File: config.mk
export PLATFORM = sky130hd
export DESIGN_NAME = fbe_resp
export DESIGN_NICKNAME = d
export VERILOG_FILES = /design/src/fbe_pkg.sv /design/src/fbe_resp.sv /design/src/fbe_flag.sv
export SDC_FILE = /design/constraint.sdc
export NUM_CORES = 1
export LEC_CHECK = 0
export ABC_CLOCK_PERIOD_IN_PS = 1200
export BUFFER_PORTS_ARGS = -buffer_cell sky130_fd_sc_hd__buf_2
export CORE_AREA = 2 2 39 41
export CTS_BUF_LIST = sky130_fd_sc_hd__clkbuf_8
export DETAILED_ROUTE_END_ITERATION = 16
export DIE_AREA = 0 0 41 43
export GPL_TIMING_DRIVEN = 0
export PLACE_DENSITY = 0.82
export SLEW_MARGIN = 20
export SYNTH_ARGS = -nofsm -noshare
export SYNTH_HDL_FRONTEND = slang
export SYNTH_HIERARCHICAL = 1
export SYNTH_SLANG_ARGS = --single-unit
File: constraint.sdc
create_clock -name CLK -period 1.2 [get_ports CLK]
set_clock_uncertainty 0.1 [all_clocks]
set_input_delay 0.06 -clock CLK [delete_from_list [all_inputs] [get_ports CLK]]
set_output_delay 0.06 -clock CLK [all_outputs]
set_load 0.02 [all_outputs]
File: src/fbe_pkg.sv
// constants shared by the fram bit error response logic
package fbe_pkg;
	// width of the cause vectors seen by software
	localparam int          VEC_W            = 8;
	// reset cause codes; zero means no defined source
	localparam logic [7:0]  RST_CAUSE_NONE   = 8'h00;
	localparam logic [7:0]  RST_CAUSE_UNCORR = 8'h1c;
	// system nmi cause codes
	localparam logic [7:0]  NMI_CAUSE_NONE   = 8'h00;
	localparam logic [7:0]  NMI_CAUSE_UNCORR = 8'h02;
	localparam logic [7:0]  NMI_CAUSE_CORR   = 8'h04;
	// sticky flag positions and count
	localparam int          FLAG_N           = 2;
	localparam int          FLAG_UNCORR      = 0;
	localparam int          FLAG_CORR        = 1;
	// reset values
	localparam logic        FLAG_RST         = 1'b0;
	localparam logic        PULSE_RST        = 1'b0;
	// wake window tracker, one-hot
	typedef enum logic [1:0] {
		ST_RUN  = 2'b01,
		ST_WAKE = 2'b10
	} fbe_state_t;
endpackage

File: src/fbe_resp.sv
// fram bit error response: reset request, nmi, cause vectors, flags
// Rules for this block and for the software that drives it
// uncorrectable error requests power-up-clear reset only when reset enable is set.
// that reset loads the uncorrectable cause code into the reset vector.
// uncorrectable error raises nmi with its code only when its enable set.
// correctable error raises nmi with its code only when its enable set; an uncorrectable nmi in the same cycle puts its own code instead.
// fast main clock makes uncorrectable detections false ones during fram execution.
// such false reset leaves reset vector zero and uncorrectable flag clear.
// after low-power wakeup, detections may be false yet are still acted on.
// software ignores resets whose cause vector reads zero.
// software keeps main clock at 12 MHz or clears reset enable.
// software clears reset and both nmi enables before low-power entry.
// software clears both flags after wakeup, restores config after valid access.
// software makes the first valid access reach the array, not a cache.
// genuine detection sets its flag, which stays until software clears it.
`timescale 1ns/10ps
module fbe_resp #(
	parameter int VEC_W = fbe_pkg::VEC_W
) (
	input  wire logic                     CLK,
	input  wire logic                     RST_B,
	input  wire logic                     FRAM_RD_VALID,
	input  wire logic                     FRAM_UNCORR_ERR,
	input  wire logic                     FRAM_CORR_ERR,
	input  wire logic                     MCLK_FAST,
	input  wire logic                     LPM_WAKEUP,
	input  wire logic                     UNCORR_ERR_RESET_EN,
	input  wire logic                     UNCORR_ERR_NMI_EN,
	input  wire logic                     CORR_ERR_NMI_EN,
	input  wire logic                     UNCORR_FLAG_CLR,
	input  wire logic                     CORR_FLAG_CLR,
	input  wire logic                     RESET_CAUSE_ACK,
	input  wire logic                     NMI_CAUSE_ACK,
	output logic                          POWER_UP_CLEAR_RESET,
	output logic [fbe_pkg::VEC_W-1:0]     RESET_CAUSE_VECTOR,
	output logic                          NMI,
	output logic [fbe_pkg::VEC_W-1:0]     SYSTEM_NMI_VECTOR,
	output logic                          UNCORR_ERR_FLAG,
	output logic                          CORR_ERR_FLAG,
	output logic                          POST_WAKE
);
	import fbe_pkg::*;

	// cause codes are fixed at eight bits, other widths cannot hold them
	if (VEC_W != 8) begin : g_bad_width
		$error("fbe_resp: VEC_W must be 8");
	end

	logic             uncorr_hit;
	logic             corr_hit;
	logic             false_uncorr;
	logic             real_uncorr;
	logic             puc_nxt;
	logic             uncorr_nmi;
	logic             corr_nmi;
	logic             nmi_nxt;
	logic [VEC_W-1:0] rst_vec_nxt;
	logic [VEC_W-1:0] nmi_vec_nxt;
	logic [VEC_W-1:0] rst_code;
	logic [VEC_W-1:0] nmi_code;
	logic [FLAG_N-1:0] flag_set;
	logic [FLAG_N-1:0] flag_clr;
	logic [FLAG_N-1:0] flag_q;
	logic             puc_r;
	logic             nmi_r;
	logic [VEC_W-1:0] rst_vec_r;
	logic [VEC_W-1:0] nmi_vec_r;
	fbe_state_t       state_r;
	fbe_state_t       state_nxt;
	logic             post_wake_nxt;
	logic             post_wake_r;

	// detections count only on a completed array read
	assign uncorr_hit   = FRAM_RD_VALID & FRAM_UNCORR_ERR;
	assign corr_hit     = FRAM_RD_VALID & FRAM_CORR_ERR;
	// with a fast main clock the array sense path trips falsely
	assign false_uncorr = uncorr_hit & MCLK_FAST;
	assign real_uncorr  = uncorr_hit & ~MCLK_FAST;

	// reset request gated by its enable, false or not
	assign puc_nxt  = uncorr_hit & UNCORR_ERR_RESET_EN;
	// a false hit resets with no cause recorded
	assign rst_code = false_uncorr ? RST_CAUSE_NONE
	                               : RST_CAUSE_UNCORR;
	// vector kept across the reset it describes; ack clears it
	assign rst_vec_nxt = puc_nxt         ? rst_code :
	                     RESET_CAUSE_ACK ? RST_CAUSE_NONE : rst_vec_r;

	// nmi sources; uncorrectable outranks correctable on the vector
	assign uncorr_nmi  = real_uncorr & UNCORR_ERR_NMI_EN;
	assign corr_nmi    = corr_hit & CORR_ERR_NMI_EN;
	assign nmi_nxt     = uncorr_nmi | corr_nmi;
	assign nmi_code    = uncorr_nmi ? NMI_CAUSE_UNCORR : NMI_CAUSE_CORR;
	// a new cause overrides an ack in the same cycle so it is not lost
	assign nmi_vec_nxt = nmi_nxt       ? nmi_code :
	                     NMI_CAUSE_ACK ? NMI_CAUSE_NONE : nmi_vec_r;

	// false hits leave the uncorrectable flag untouched
	assign flag_set[FLAG_UNCORR] = real_uncorr;
	assign flag_set[FLAG_CORR]   = corr_hit;
	assign flag_clr[FLAG_UNCORR] = UNCORR_FLAG_CLR;
	assign flag_clr[FLAG_CORR]   = CORR_FLAG_CLR;

	fbe_flag #(
		.N    (FLAG_N)
	) u_flag (
		.CLK  (CLK),
		.RST_B(RST_B),
		.SET  (flag_set),
		.CLR  (flag_clr),
		.FLAG (flag_q)
	);

	// wake window: open from wakeup until the first completed read;
	// hits inside it are acted on like any other, the array cannot tell
	always_comb begin
		state_nxt = state_r;
		unique case (state_r)
			ST_RUN: begin
				if (LPM_WAKEUP) begin
					state_nxt = ST_WAKE;
				end
			end
			ST_WAKE: begin
				// a wakeup in the read cycle keeps the window open
				if (!LPM_WAKEUP && FRAM_RD_VALID) begin
					state_nxt = ST_RUN;
				end
			end
		endcase
	end

	// window flag registered so the output comes from a flip-flop
	assign post_wake_nxt = (state_nxt == ST_WAKE);

	// response pulses and cause vectors
	always_ff @(posedge CLK or negedge RST_B) begin
		if (!RST_B) begin
			puc_r     <= PULSE_RST;
			nmi_r     <= PULSE_RST;
			rst_vec_r <= RST_CAUSE_NONE;
			nmi_vec_r <= NMI_CAUSE_NONE;
		end else begin
			puc_r     <= puc_nxt;
			nmi_r     <= nmi_nxt;
			rst_vec_r <= rst_vec_nxt;
			nmi_vec_r <= nmi_vec_nxt;
		end
	end

	// wake window state
	always_ff @(posedge CLK or negedge RST_B) begin
		if (!RST_B) begin
			state_r     <= ST_RUN;
			post_wake_r <= 1'b0;
		end else begin
			state_r     <= state_nxt;
			post_wake_r <= post_wake_nxt;
		end
	end

	assign POWER_UP_CLEAR_RESET = puc_r;
	assign NMI                  = nmi_r;
	assign RESET_CAUSE_VECTOR   = rst_vec_r;
	assign SYSTEM_NMI_VECTOR    = nmi_vec_r;
	assign UNCORR_ERR_FLAG      = flag_q[FLAG_UNCORR];
	assign CORR_ERR_FLAG        = flag_q[FLAG_CORR];
	assign POST_WAKE            = post_wake_r;
endmodule // fbe_resp

File: src/fbe_flag.sv
// sticky error flag bank, hardware set wins over software clear
`timescale 1ns/10ps
module fbe_flag #(
	parameter int N = 2
) (
	input  wire logic         CLK,
	input  wire logic         RST_B,
	input  wire logic [N-1:0] SET,
	input  wire logic [N-1:0] CLR,
	output logic      [N-1:0] FLAG
);
	import fbe_pkg::*;

	// an empty bank has nothing to hold
	if (N < 1) begin : g_bad_n
		$error("fbe_flag: N must be at least 1");
	end

	logic [N-1:0] flag_r;
	logic [N-1:0] flag_nxt;

	// set beats clear so an event in the clear cycle is kept
	assign flag_nxt = SET | (flag_r & ~CLR);
	assign FLAG     = flag_r;

	// flags held until software clears them
	always_ff @(posedge CLK or negedge RST_B) begin
		if (!RST_B) begin
			flag_r <= {N{FLAG_RST}};
		end else begin
			flag_r <= flag_nxt;
		end
	end
endmodule // fbe_flag

[After elaboration in Yosys (flattened, before gate mapping)]
Cells that the tools add are included.
Storage, ports and cells
  output and inout bits: 21
  memories: 0
  latch bits: 0
  flip-flop bits (word level): 23
  bits in writable memories: 0
  word-level logic and storage cells: 35
  input port bits: 14
  memory bits (read-only): 0
Cells by class
  shifts and indexed selects: 0
  add/sub/neg operators: 0
  $mul: 0
  muxes and demuxes: 9
  bitwise logic cells: 12
  reduce and logical (&&, ||, !) cells: 4
  $lt $le $gt $ge: 0
  div/mod/pow operators: 0
  equal/unequal tests: 3
Operators by type and width (count)
  $mux W8: 4
  $and A1 B1 Y1: 7
  $mux W5: 1
  $eq A2 B2 Y1 const B: 2
  $mux W2: 2
  $pmux W2 S2: 1
  $reduce_bool A2 Y1: 2
  $mux W3: 1
  $and A2 B2 Y2: 1
  $eq A2 B1 Y1 const B: 1
  $not A2 Y2: 1
  $or A2 B2 Y2: 1
  $logic_and A1 B1 Y1: 1
  $logic_not A1 Y1: 1
  $not A1 Y1: 1
  $or A1 B1 Y1: 1

[Longest topological paths before layout]
Gate-level depths: netlist of the first run.
  depth after elaboration: 5
  gate-level depth with buffers: 2
  depth with buffers taken out: 2

[Hierarchy]
The synthesis of the first run kept the hierarchy.
Modules (own cells, without submodules)
  fbe_resp: seq. area each 201.4 um^2, instances 1, cells an instance 39, area each 424.2 um^2
  fbe_flag: seq. area each 50.0 um^2, instances 1, cells an instance 6, area each 72.6 um^2

[Worst setup path before layout of the first run]
OpenSTA, ideal clock, no wires.
  kind: register -> register
  start point: register state_r[0]
  end point: register post_wake_r (netlist: POST_WAKE)
  data required time: 0.980 ns
  data arrival time: 0.760 ns
  cell stages (with the launch flop): 3
  buffers on the path: 0
  slack: 0.220 ns
  library setup time: 0.120 ns
  clock period less this slack: 0.980 ns
  cell sequence: dfstp_2 a21oi_1 a31o_2
Between the ends
  word-level cells in the longest chain between the ends: 3
  elaborated cells on any way between the ends: 6
  those cells by class: eq/ne: 3; mux: 3
Ends and longest elaborated chain
  start, declared: RTL line fbe_resp.sv:68  | fbe_state_t state_r;
  start signal, assigned: RTL line fbe_resp.sv:157  | state_r <= state_nxt;
  $eq A2 B2 Y1, or another cell as far along: RTL line fbe_resp.sv:118  | unique case (state_r)
  $pmux W2 S2 *: RTL line fbe_resp.sv:118
  $eq A2 B2 Y1 *: RTL line fbe_resp.sv:134  | assign post_wake_nxt = (state_nxt == ST_WAKE);
  net post_wake_nxt: RTL line fbe_resp.sv:70  | logic post_wake_nxt;
  end signal, assigned: RTL line fbe_resp.sv:158  | post_wake_r <= post_wake_nxt;
  end, declared: RTL line fbe_resp.sv:71  | logic post_wake_r;
Mark *: on every way through the listed nets, which the timed path passes. The rest lies on a longest branch.
A chain may end at the register's enable or synchronous reset.

==> results of run 1 <==
[per-stage QoR]
stage	hold slack, ps	setup WS, ps
global placement	-175	209
floorplan	-336	220
global route	29.4	90.0
CTS	13.5	115
finish	10.6	122
detailed placement	-172	186
[power by group]
group          leakage [nW]  switching, mW  internal, mW
Combinational         0.317          0.107        0.0933
Sequential            0.124         0.0109         0.364
Clock                0.0269          0.125         0.223
Total                 0.468          0.243         0.680
[routing by layer]
layer / part of all wire, % / vias to the layer above / GRT usage [%]
li1: - / 212 / -
met1: 35 / 190 / 10.4
met2: 57 / 19 / 22.8
met3: 7.5 / 2 / 3.14
met4: 0.59 / 0 / 8.00
met5: 0 / - / 0
[cells in the mapped netlist]
cell type   n
and2_2      1
a21oi_1     1
conb_1      1
and3b_2     1
nand2b_1    3
a21o_1      3
inv_1       3
nand4b_1    1
a21boi_0    1
a32o_1      1
nand2_1     1
o2bb2ai_1   1
and3_2      1
dfrtp_1     9
nor2_1      1
a31o_2      1
dfstp_2     1
nand3_2     1
buf_4      13
[worst max-delay path, delay by kind of cell (launching register included)]
family   cells  cell delay (ps)
flops        1              400
buf+inv      2              290
[flip-flops by register name (all words and copies together) (netlist names)]
register and flops:
u_flag/FLAG 2, RESET_CAUSE_VECTOR 1, POWER_UP_CLEAR_RESET 1, SYSTEM_NMI_VECTOR 2
NMI 1, POST_WAKE 1, state_r 2
[worst min-delay path by stage]
stage / from / to / cells past startpoint
2_1_floorplan: RST_B / NMI / 0
3_3_place_gp: RST_B / NMI / 1
3_5_place_dp: RST_B / u_flag/FLAG[1] / 1
4_1_cts: CORR_ERR_NMI_EN / NMI / 3
5_1_grt: NMI_CAUSE_ACK / SYSTEM_NMI_VECTOR[2] / 3
6_report: CORR_ERR_NMI_EN / NMI / 3
[layout make-up]
class,instances,share of cell area (%)
repair buffers,30,23.6
well taps,16,2.55
inverters,3,1.44
flip-flops and latches,10,32.1
multi-input cells,29,22.2
plain buffers,13,12.4
clock buffers,3,5.26
clock inverters,1,0.478
[kinds of logic (layout without fill, tap and decap cells)]
family | Yosys count | after routing
buf+inv | 16 | 50
flops | 10 | 10
simple gates | 10 | 10
compound gates | 8 | 8
other cells | 1 | 11
==> reports/results.txt, run 1 <==
IO Pins: 35
Post-CTS Setup Bufs: 0
Cts bufs inserted: 3
Top cell type's share of synthesized area: 45.3%
Cell Area, Synth: 497 um2
Root buf cell: clkbuf_8
Full die area: 0.00176 mm2
Hold Crit Class: in -> reg
Clock Latency Late Sink: 230 ps
H-tree Lvls: 1
First-pass GRT wire length: 1430 um
GP Congestion: 0.734
Final Setup Violations: 0
Reg2Reg Depth: 2
Syn avg cell area: 11.0 um2
Largest net degree at the start of global routing: 11
# port buffers: 23
Clock sink total: 10
Core Box Area: 0.00138 mm2
Die Y: 43 um
Area Overhead vs Synth: 57.9%
Initial antenna violation count: 0
Synth area leader: dfrtp_1
Clock slew at reported path FFs: 50 ps
Minimum clock period: 1080 ps
Critical Path Slowest Stage Cell: dfrtp_1
Post-DR vias/cell: 4.03
Setup TNS: 0 ps
Setup crit end kind: output port
Starting density of the core: 35.9%
Pwr dens: 1180 mW/mm2
Final Slew Violations: 0
Die width: 41 um
Synthesis-stage register bit count: 10
Multi-input logic area: 174 um2
Synth Area in Simple Gates: 14.1%
Final hold vios: 0
Cts hold-fix bufs: 7
Worst setup path start: RESET_CAUSE_VECTOR[3]
WL per Instance: 9.70 um
Cells along the critical path: buf_4 > buf_2
WP data arrival: 920 ps
Post-synthesis mux area share: 0%
XOR/XNOR Fraction of Synth Area: 0%
Rows: 14
Max cap viols: 0
R2R Path End: POST_WAKE
Diodes inserted: 0
Largest stage delay, worst path: 400 ps
Grt ovf: 0
Worst vdd ir: 0.520 mV
Crit start category: register
PnR Total Power: 923 uW
Leakage: 0.468 nW
Final instance area: 785 um2
Layout Cells excl Fill: 105
Largest family of logic cells by synthesized area: buffers and inverters
Status: finished clean
Number of remaining DRC errors: 0
Commonest non-fill, non-tap cell in the layout: buf_2
Max clock buf depth: 2
RSZ-0062 raised after global routing: false
DRT iter0 DRCs: 9
Reg2Reg Setup Slack: 170 ps
CP Class: reg -> out
Placed instance area: 669 um2
Final core occ: 56.7%
Post-CTS Resized: 0
Area contributors post-synth: dfrtp_1 45%, buf_4 20%, dfstp_2 5.3%
GRT Overall Usage: 12.4%
WL final: 1020 um
Adder-cell share of the synthesized area: 0%
FILL cells: 124
Seq/Total Area, Yosys: 50.6%
CTS tree: yes
Fin nets: 104
Layout cell share with drive strength beyond 1: 50.6%
Post-DRT Antenna Nets: 0
Complex-gate fraction of the synthesized area: 12.6%
Vias in the first global route: 384
Drt pass-1 iters: 3
Via count: 423
Library cells used by synthesis: 19
Final worst-path cycle share: 89.8%
Placed cell count: 94
Synth Warn #: 6
R2R Path Start: state_r[0]
Max Fclk: 0.928 GHz
Syn Inst Count: 45
WP data required: 1040 ps
Critical path fanouts, max: 4
Seq. cell area: 251 um2
Most frequent cells in the layout: 23 x buf_2, 13 x buf_4, 11 x conb_1, 9 x dfrtp_1, 7 x dlygate4sd3_1
CP Capture Point: RESET_CAUSE_VECTOR[4]
Power figures use the tool's default switching activity.
==> run 2: changes to the inputs <==
Settings changed: CAP_MARGIN set to 20, CORE_AREA 2 2 39 41 to not set, CORE_MARGIN set to 2, CORE_UTILIZATION set to 38, CTS_BUF_LIST sky130_fd_sc_hd__clkbuf_8 to sky130_fd_sc_hd__clkbuf_16, DIE_AREA 0 0 41 43 to not set, PLACE_DENSITY 0.82 to 0.83.
==> run 2 against run 1 <==
Effect of this change: flip-flop and latch count unchanged; non-clock buffer count unchanged; first-iteration DRC count shrank 56%; critical path type unchanged; register-to-register slack improved by 30 ps; combinational power barely moved; sequential power is essentially flat; final area increased by 4.1%; count of clock-buffer cells in the layout unchanged; global-route usage rose by 2.0 points; fmax shrank 0.13%.
==> reports/results.txt, run 2 (same netlist as run 1, synthesis figures left out) <==
RSZ-0062 raised after global routing: false
Most frequent cells in the layout: 23 x buf_2, 13 x buf_4, 11 x conb_1, 9 x dfrtp_1, 7 x dlygate4sd3_1
DRT iter0 DRCs: 4
GP Congestion: 0.760
Setup crit end kind: output port
WP data arrival: 920 ps
First-pass GRT wire length: 1420 um
Worst setup path start: RESET_CAUSE_VECTOR[3]
CP Class: reg -> out
WP data required: 1040 ps
Placed cell count: 93
Max Fclk: 0.927 GHz
Multi-input logic area: 174 um2
Diodes inserted: 0
Commonest non-fill, non-tap cell in the layout: buf_2
Reg2Reg Depth: 2
Hold Crit Class: in -> reg
Logic pwr share: 17.5%
Largest stage delay, worst path: 400 ps
Initial antenna violation count: 0
CP Capture Point: RESET_CAUSE_VECTOR[3]
Root buf cell: clkbuf_16
Vias in the first global route: 379
Hold_ws: 4.29 ps
Critical path's top delay family: flip-flops
Layout Cells excl Fill: 104
Setup TNS: 0 ps
Worst hold stages: 3
WP buf/inv: 2
WL per Instance: 9.60 um
Post-DR vias/cell: 4.04
Clock slew at reported path FFs: 40 ps
Clock power share: 49.9%
CTS tree: yes
Area Overhead vs Synth: 64.5%
Reg2Reg Setup Slack: 200 ps
Status: finished clean
Minimum clock period: 1080 ps
R2R Path Start: state_r[0]
Switching power: 256 uW
Critical Path Slowest Stage Cell: dfrtp_1
Number of remaining DRC errors: 0
FILL cells: 102
Leakage: 0.480 nW
Starting density of the core: 39.7%
Drt pass-1 iters: 4
Seq. cell area: 251 um2
Critical path fanouts, max: 4
Clock sink total: 10
Crit start category: register
Via count: 420
Sw Share: 22.3%
Core Box Area: 0.00125 mm2
Cells along the critical path: buf_4 > buf_2
R2R Path End: POST_WAKE
Pre-CTS setup slack: 204 ps
IO Pins: 35
Largest net degree at the start of global routing: 11
H-tree Lvls: 1
Cts bufs inserted: 3
Sequential Power Share: 32.6%
Layout cell share with drive strength beyond 1: 50.6%
Final core occ: 65.2%
Post-DRT Antenna Nets: 0
Final hold vios: 0
Final Setup Violations: 0
Full die area: 0.00161 mm2
Clock Latency Late Sink: 230 ps
Die width: 40.2 um
Pwr dens: 1410 mW/mm2
Post-route setup slack: 121 ps
GRT Overall Usage: 14.5%
Internal cell power: 893 uW
Max cap viols: 0
Grt ovf: 0
Die Y: 40.2 um
Worst vdd ir: 1.13 mV
Fin nets: 104
Crit. path cell count: 2
Max clock buf depth: 2
Final worst-path cycle share: 89.9%
Final Slew Violations: 0
# port buffers: 23
Rows: 13
WL final: 998 um
run 2: tightest hold or removal path: stages:
cell and delay, ps:
buf_2 100, nand3_2 80, nand2_1 50
run 2: how the worst min path moves through the flow:
stage	startpoint	to	slack, ps
2_1_floorplan	RST_B	NMI	-340
3_3_place_gp	RST_B	u_flag/FLAG[1]	-180
3_5_place_dp	RST_B	POWER_UP_CLEAR_RESET	-180
4_1_cts	CORR_ERR_NMI_EN	NMI	6
5_1_grt	CORR_ERR_NMI_EN	NMI	20
6_report	CORR_ERR_NMI_EN	NMI	4
run 2: routing by layer:
metal,global-route usage [%],share of wire (%),routed length [um],vias up
met1,10.3,32,318,184
met5,0,0,0,-
met3,8.33,11,107,0
met2,30.6,57,572,24
met4,2.59,0,0,0
li1,-,-,-,212
run 2: timing repair:
item                      CTS  global route
hold buffers                7             0
hold endpoints to repair   17             0
resized for setup           0             0
setup buffers               0             0
run 2: power by group through the flow:
| stage | Combinational [mW] | Clock (mW) | Sequential, mW |
|---|---|---|---|
| after global routing | 0.220 | 0.603 | 0.377 |
| final | 0.201 | 0.574 | 0.375 |
| after CTS | 0.199 | 0.581 | 0.375 |
| after floorplan | 0.0983 | 0 | 0.402 |
| after global placement | 0.178 | 0 | 0.378 |
| after detailed placement | 0.181 | 0 | 0.379 |
run 2: cell type report:
cell class	count	area share (%)
sequential	10	30.8
timing repair buffer	30	22.7
multi-input combinational	29	21.3
buffer	13	11.9
clock buffer	3	9.19
tap	15	2.30
inverter	3	1.38
clock inverter	1	0.459
run 2: through the flow:
stage | cell area, um2 | power, mW
after CTS | 817 | 1.15
after global placement | 668 | 0.556
after floorplan | 534 | 0.501
after global routing | 817 | 1.20
after detailed placement | 668 | 0.560
final | 817 | 1.15
==> run 3: changes to the inputs <==
Settings changed: REMOVE_ABC_BUFFERS set to 1.
==> run 3 against run 2 <==
Effect of this change: the run now ends with negative hold slack left; sequential share of layout area increased by 5.2 points; wire length decreased by 13%; register-to-register slack got worse by 30 ps; count of clock-buffer cells in the layout unchanged; final area decreased by 14%; non-clock buffer count decreased by 15; critical path depth unchanged; flip-flop and latch count unchanged; total power decreased by 3.6%; die area unchanged; critical endpoint is now POST_WAKE; largest cell class is now flip-flops and latches.
==> reports/results.txt, run 3 (same netlist as run 1, synthesis figures left out) <==
Top Usage Layer GRT: met2
Number of remaining DRC errors: 0
Crit start category: register
Largest net degree at the start of global routing: 11
Vias in the first global route: 329
Clock Latency Late Sink: 230 ps
Reg2Reg Depth: 2
Pwr dens: 1580 mW/mm2
CTS tree: yes
Die width: 40.2 um
R2R Path End: POST_WAKE
Root buf cell: clkbuf_16
Max cap viols: 0
Hold path start: CORR_FLAG_CLR
GRT Overall Usage: 11.1%
Status: complete, but fails checks
Most frequent cells in the layout: 23 x buf_2, 11 x conb_1, 9 x dfrtp_1, 5 x dlygate4sd3_1, 4 x inv_1
Setup TNS: 0 ps
Final hold vios: 1
Setup crit end kind: register
GP Congestion: 0.688
Worst vdd ir: 0.892 mV
Initial antenna violation count: 0
Diodes inserted: 0
Final instance area: 699 um2
DRT iter0 DRCs: 1
WHS Endpoint: u_flag/FLAG[1]
Leakage: 0.404 nW
Worst hold stages: 3
Final worst-path cycle share: 85.8%
Fin nets: 89
Core Box Area: 0.00125 mm2
Reg2Reg Setup Slack: 170 ps
Cts bufs inserted: 3
Die Y: 40.2 um
WP data arrival: 1040 ps
Minimum clock period: 1030 ps
CP Class: reg -> reg
Final Slew Violations: 0
Clock slew at reported path FFs: 40 ps
Post-CTS Setup Bufs: 0
Via count: 370
Critical Path Slowest Stage Cell: dfstp_2
WL final: 865 um
Failing checks: negative hold slack
WL per Instance: 9.72 um
Final Setup Violations: 0
Grt met2 use: 20.2%
Area Overhead vs Synth: 40.8%
Full die area: 0.00161 mm2
Layout cell share with drive strength beyond 1: 43.2%
Drt pass-1 iters: 3
Post-DRT Antenna Nets: 0
Commonest non-fill, non-tap cell in the layout: buf_2
IO Pins: 35
RSZ-0062 raised after global routing: false
Rows: 13
Largest stage delay, worst path: 520 ps
Clock sink total: 10
WP data required: 1210 ps
Critical path fanouts, max: 2
Hold Crit Class: in -> reg
Placed instance area: 571 um2
R2R Path Start: state_r[0]
Hold_ws: -0.947 ps
HPWL after DPL: 664 um
H-tree Lvls: 1
Met1 Usage GRT: 11.7%
# port buffers: 23
Cells along the critical path: a21oi_1 > a31o_2
Starting density of the core: 39.7%
Post-DR vias/cell: 4.16
Max Fclk: 0.971 GHz
Max clock buf depth: 2
First-pass GRT wire length: 1190 um
Grt ovf: 0
GR Util met3: 2.78%
run 3: changes by cell type in the layout (fill, tap and decap cells not counted):
cell / before / now
buf_4: 13 / 0
clkinv_1: 1 / 0
dlygate4sd3_1: 7 / 5
inv_1: 3 / 4
run 3: final cells by class:
cell class                      count  area (um2)
Timing Repair Buffer               28         165
Clock buffer                        3        75.1
Multi-Input combinational cell     29         174
Fill cell                         103         553
Inverter                            3        11.3
Clock inverter                      1        3.75
Sequential cell                    10         251
Tap cell                           15        18.8
run 3: stage by stage:
step | power, mW | worst slack, ps | utilization [%] | std cells
finish | 1.11 | 170 | 55.8 | 89
global route | 1.15 | 155 | 55.8 | 89
CTS | 1.12 | 172 | 55.8 | 89
detailed placement | 0.528 | 187 | 45.6 | 80
global placement | 0.523 | 210 | 45.6 | 80
floorplan | 0.468 | 143 | - | 42
run 3: worst max path at each step:
stage,startpoint,end,slack (ps),cells past startpoint
after floorplan,RESET_CAUSE_VECTOR[3],RESET_CAUSE_VECTOR[3],140,2
after global placement,state_r[0],POST_WAKE,210,2
after detailed placement,state_r[0],POST_WAKE,190,2
after CTS,state_r[0],POST_WAKE,170,2
after global routing,UNCORR_ERR_NMI_EN,SYSTEM_NMI_VECTOR[2],160,4
final,state_r[0],POST_WAKE,170,2
run 3: power by group:
group / switching, mW / internal, mW / leakage [nW] / total (mW)
clock: 0.137 / 0.435 / 0.0423 / 0.571
sequential: 0.0103 / 0.364 / 0.124 / 0.374
combinational: 0.101 / 0.0613 / 0.238 / 0.162
total: 0.247 / 0.860 / 0.404 / 1.11
run 3: critical path: cells and delay by family (launching register included):
kind,cells,cell delay [ps]
AO/OA/AOI/OAI,2,300
flip-flops,1,520
run 3: routing by layer:
metal / share of wire, % / vias to the layer above
met3: 10 / 0
li1: - / 182
met1: 39 / 170
met5: 0 / -
met2: 50 / 18
met4: 0 / 0
run 3: timing repair:
| item | CTS | global route |
|---|---|---|
| hold buffers | 5 | 0 |
| resized for setup | 0 | 0 |
| endpoints found under the setup margin | 0 | 0 |
| hold endpoints to repair | 15 | 0 |
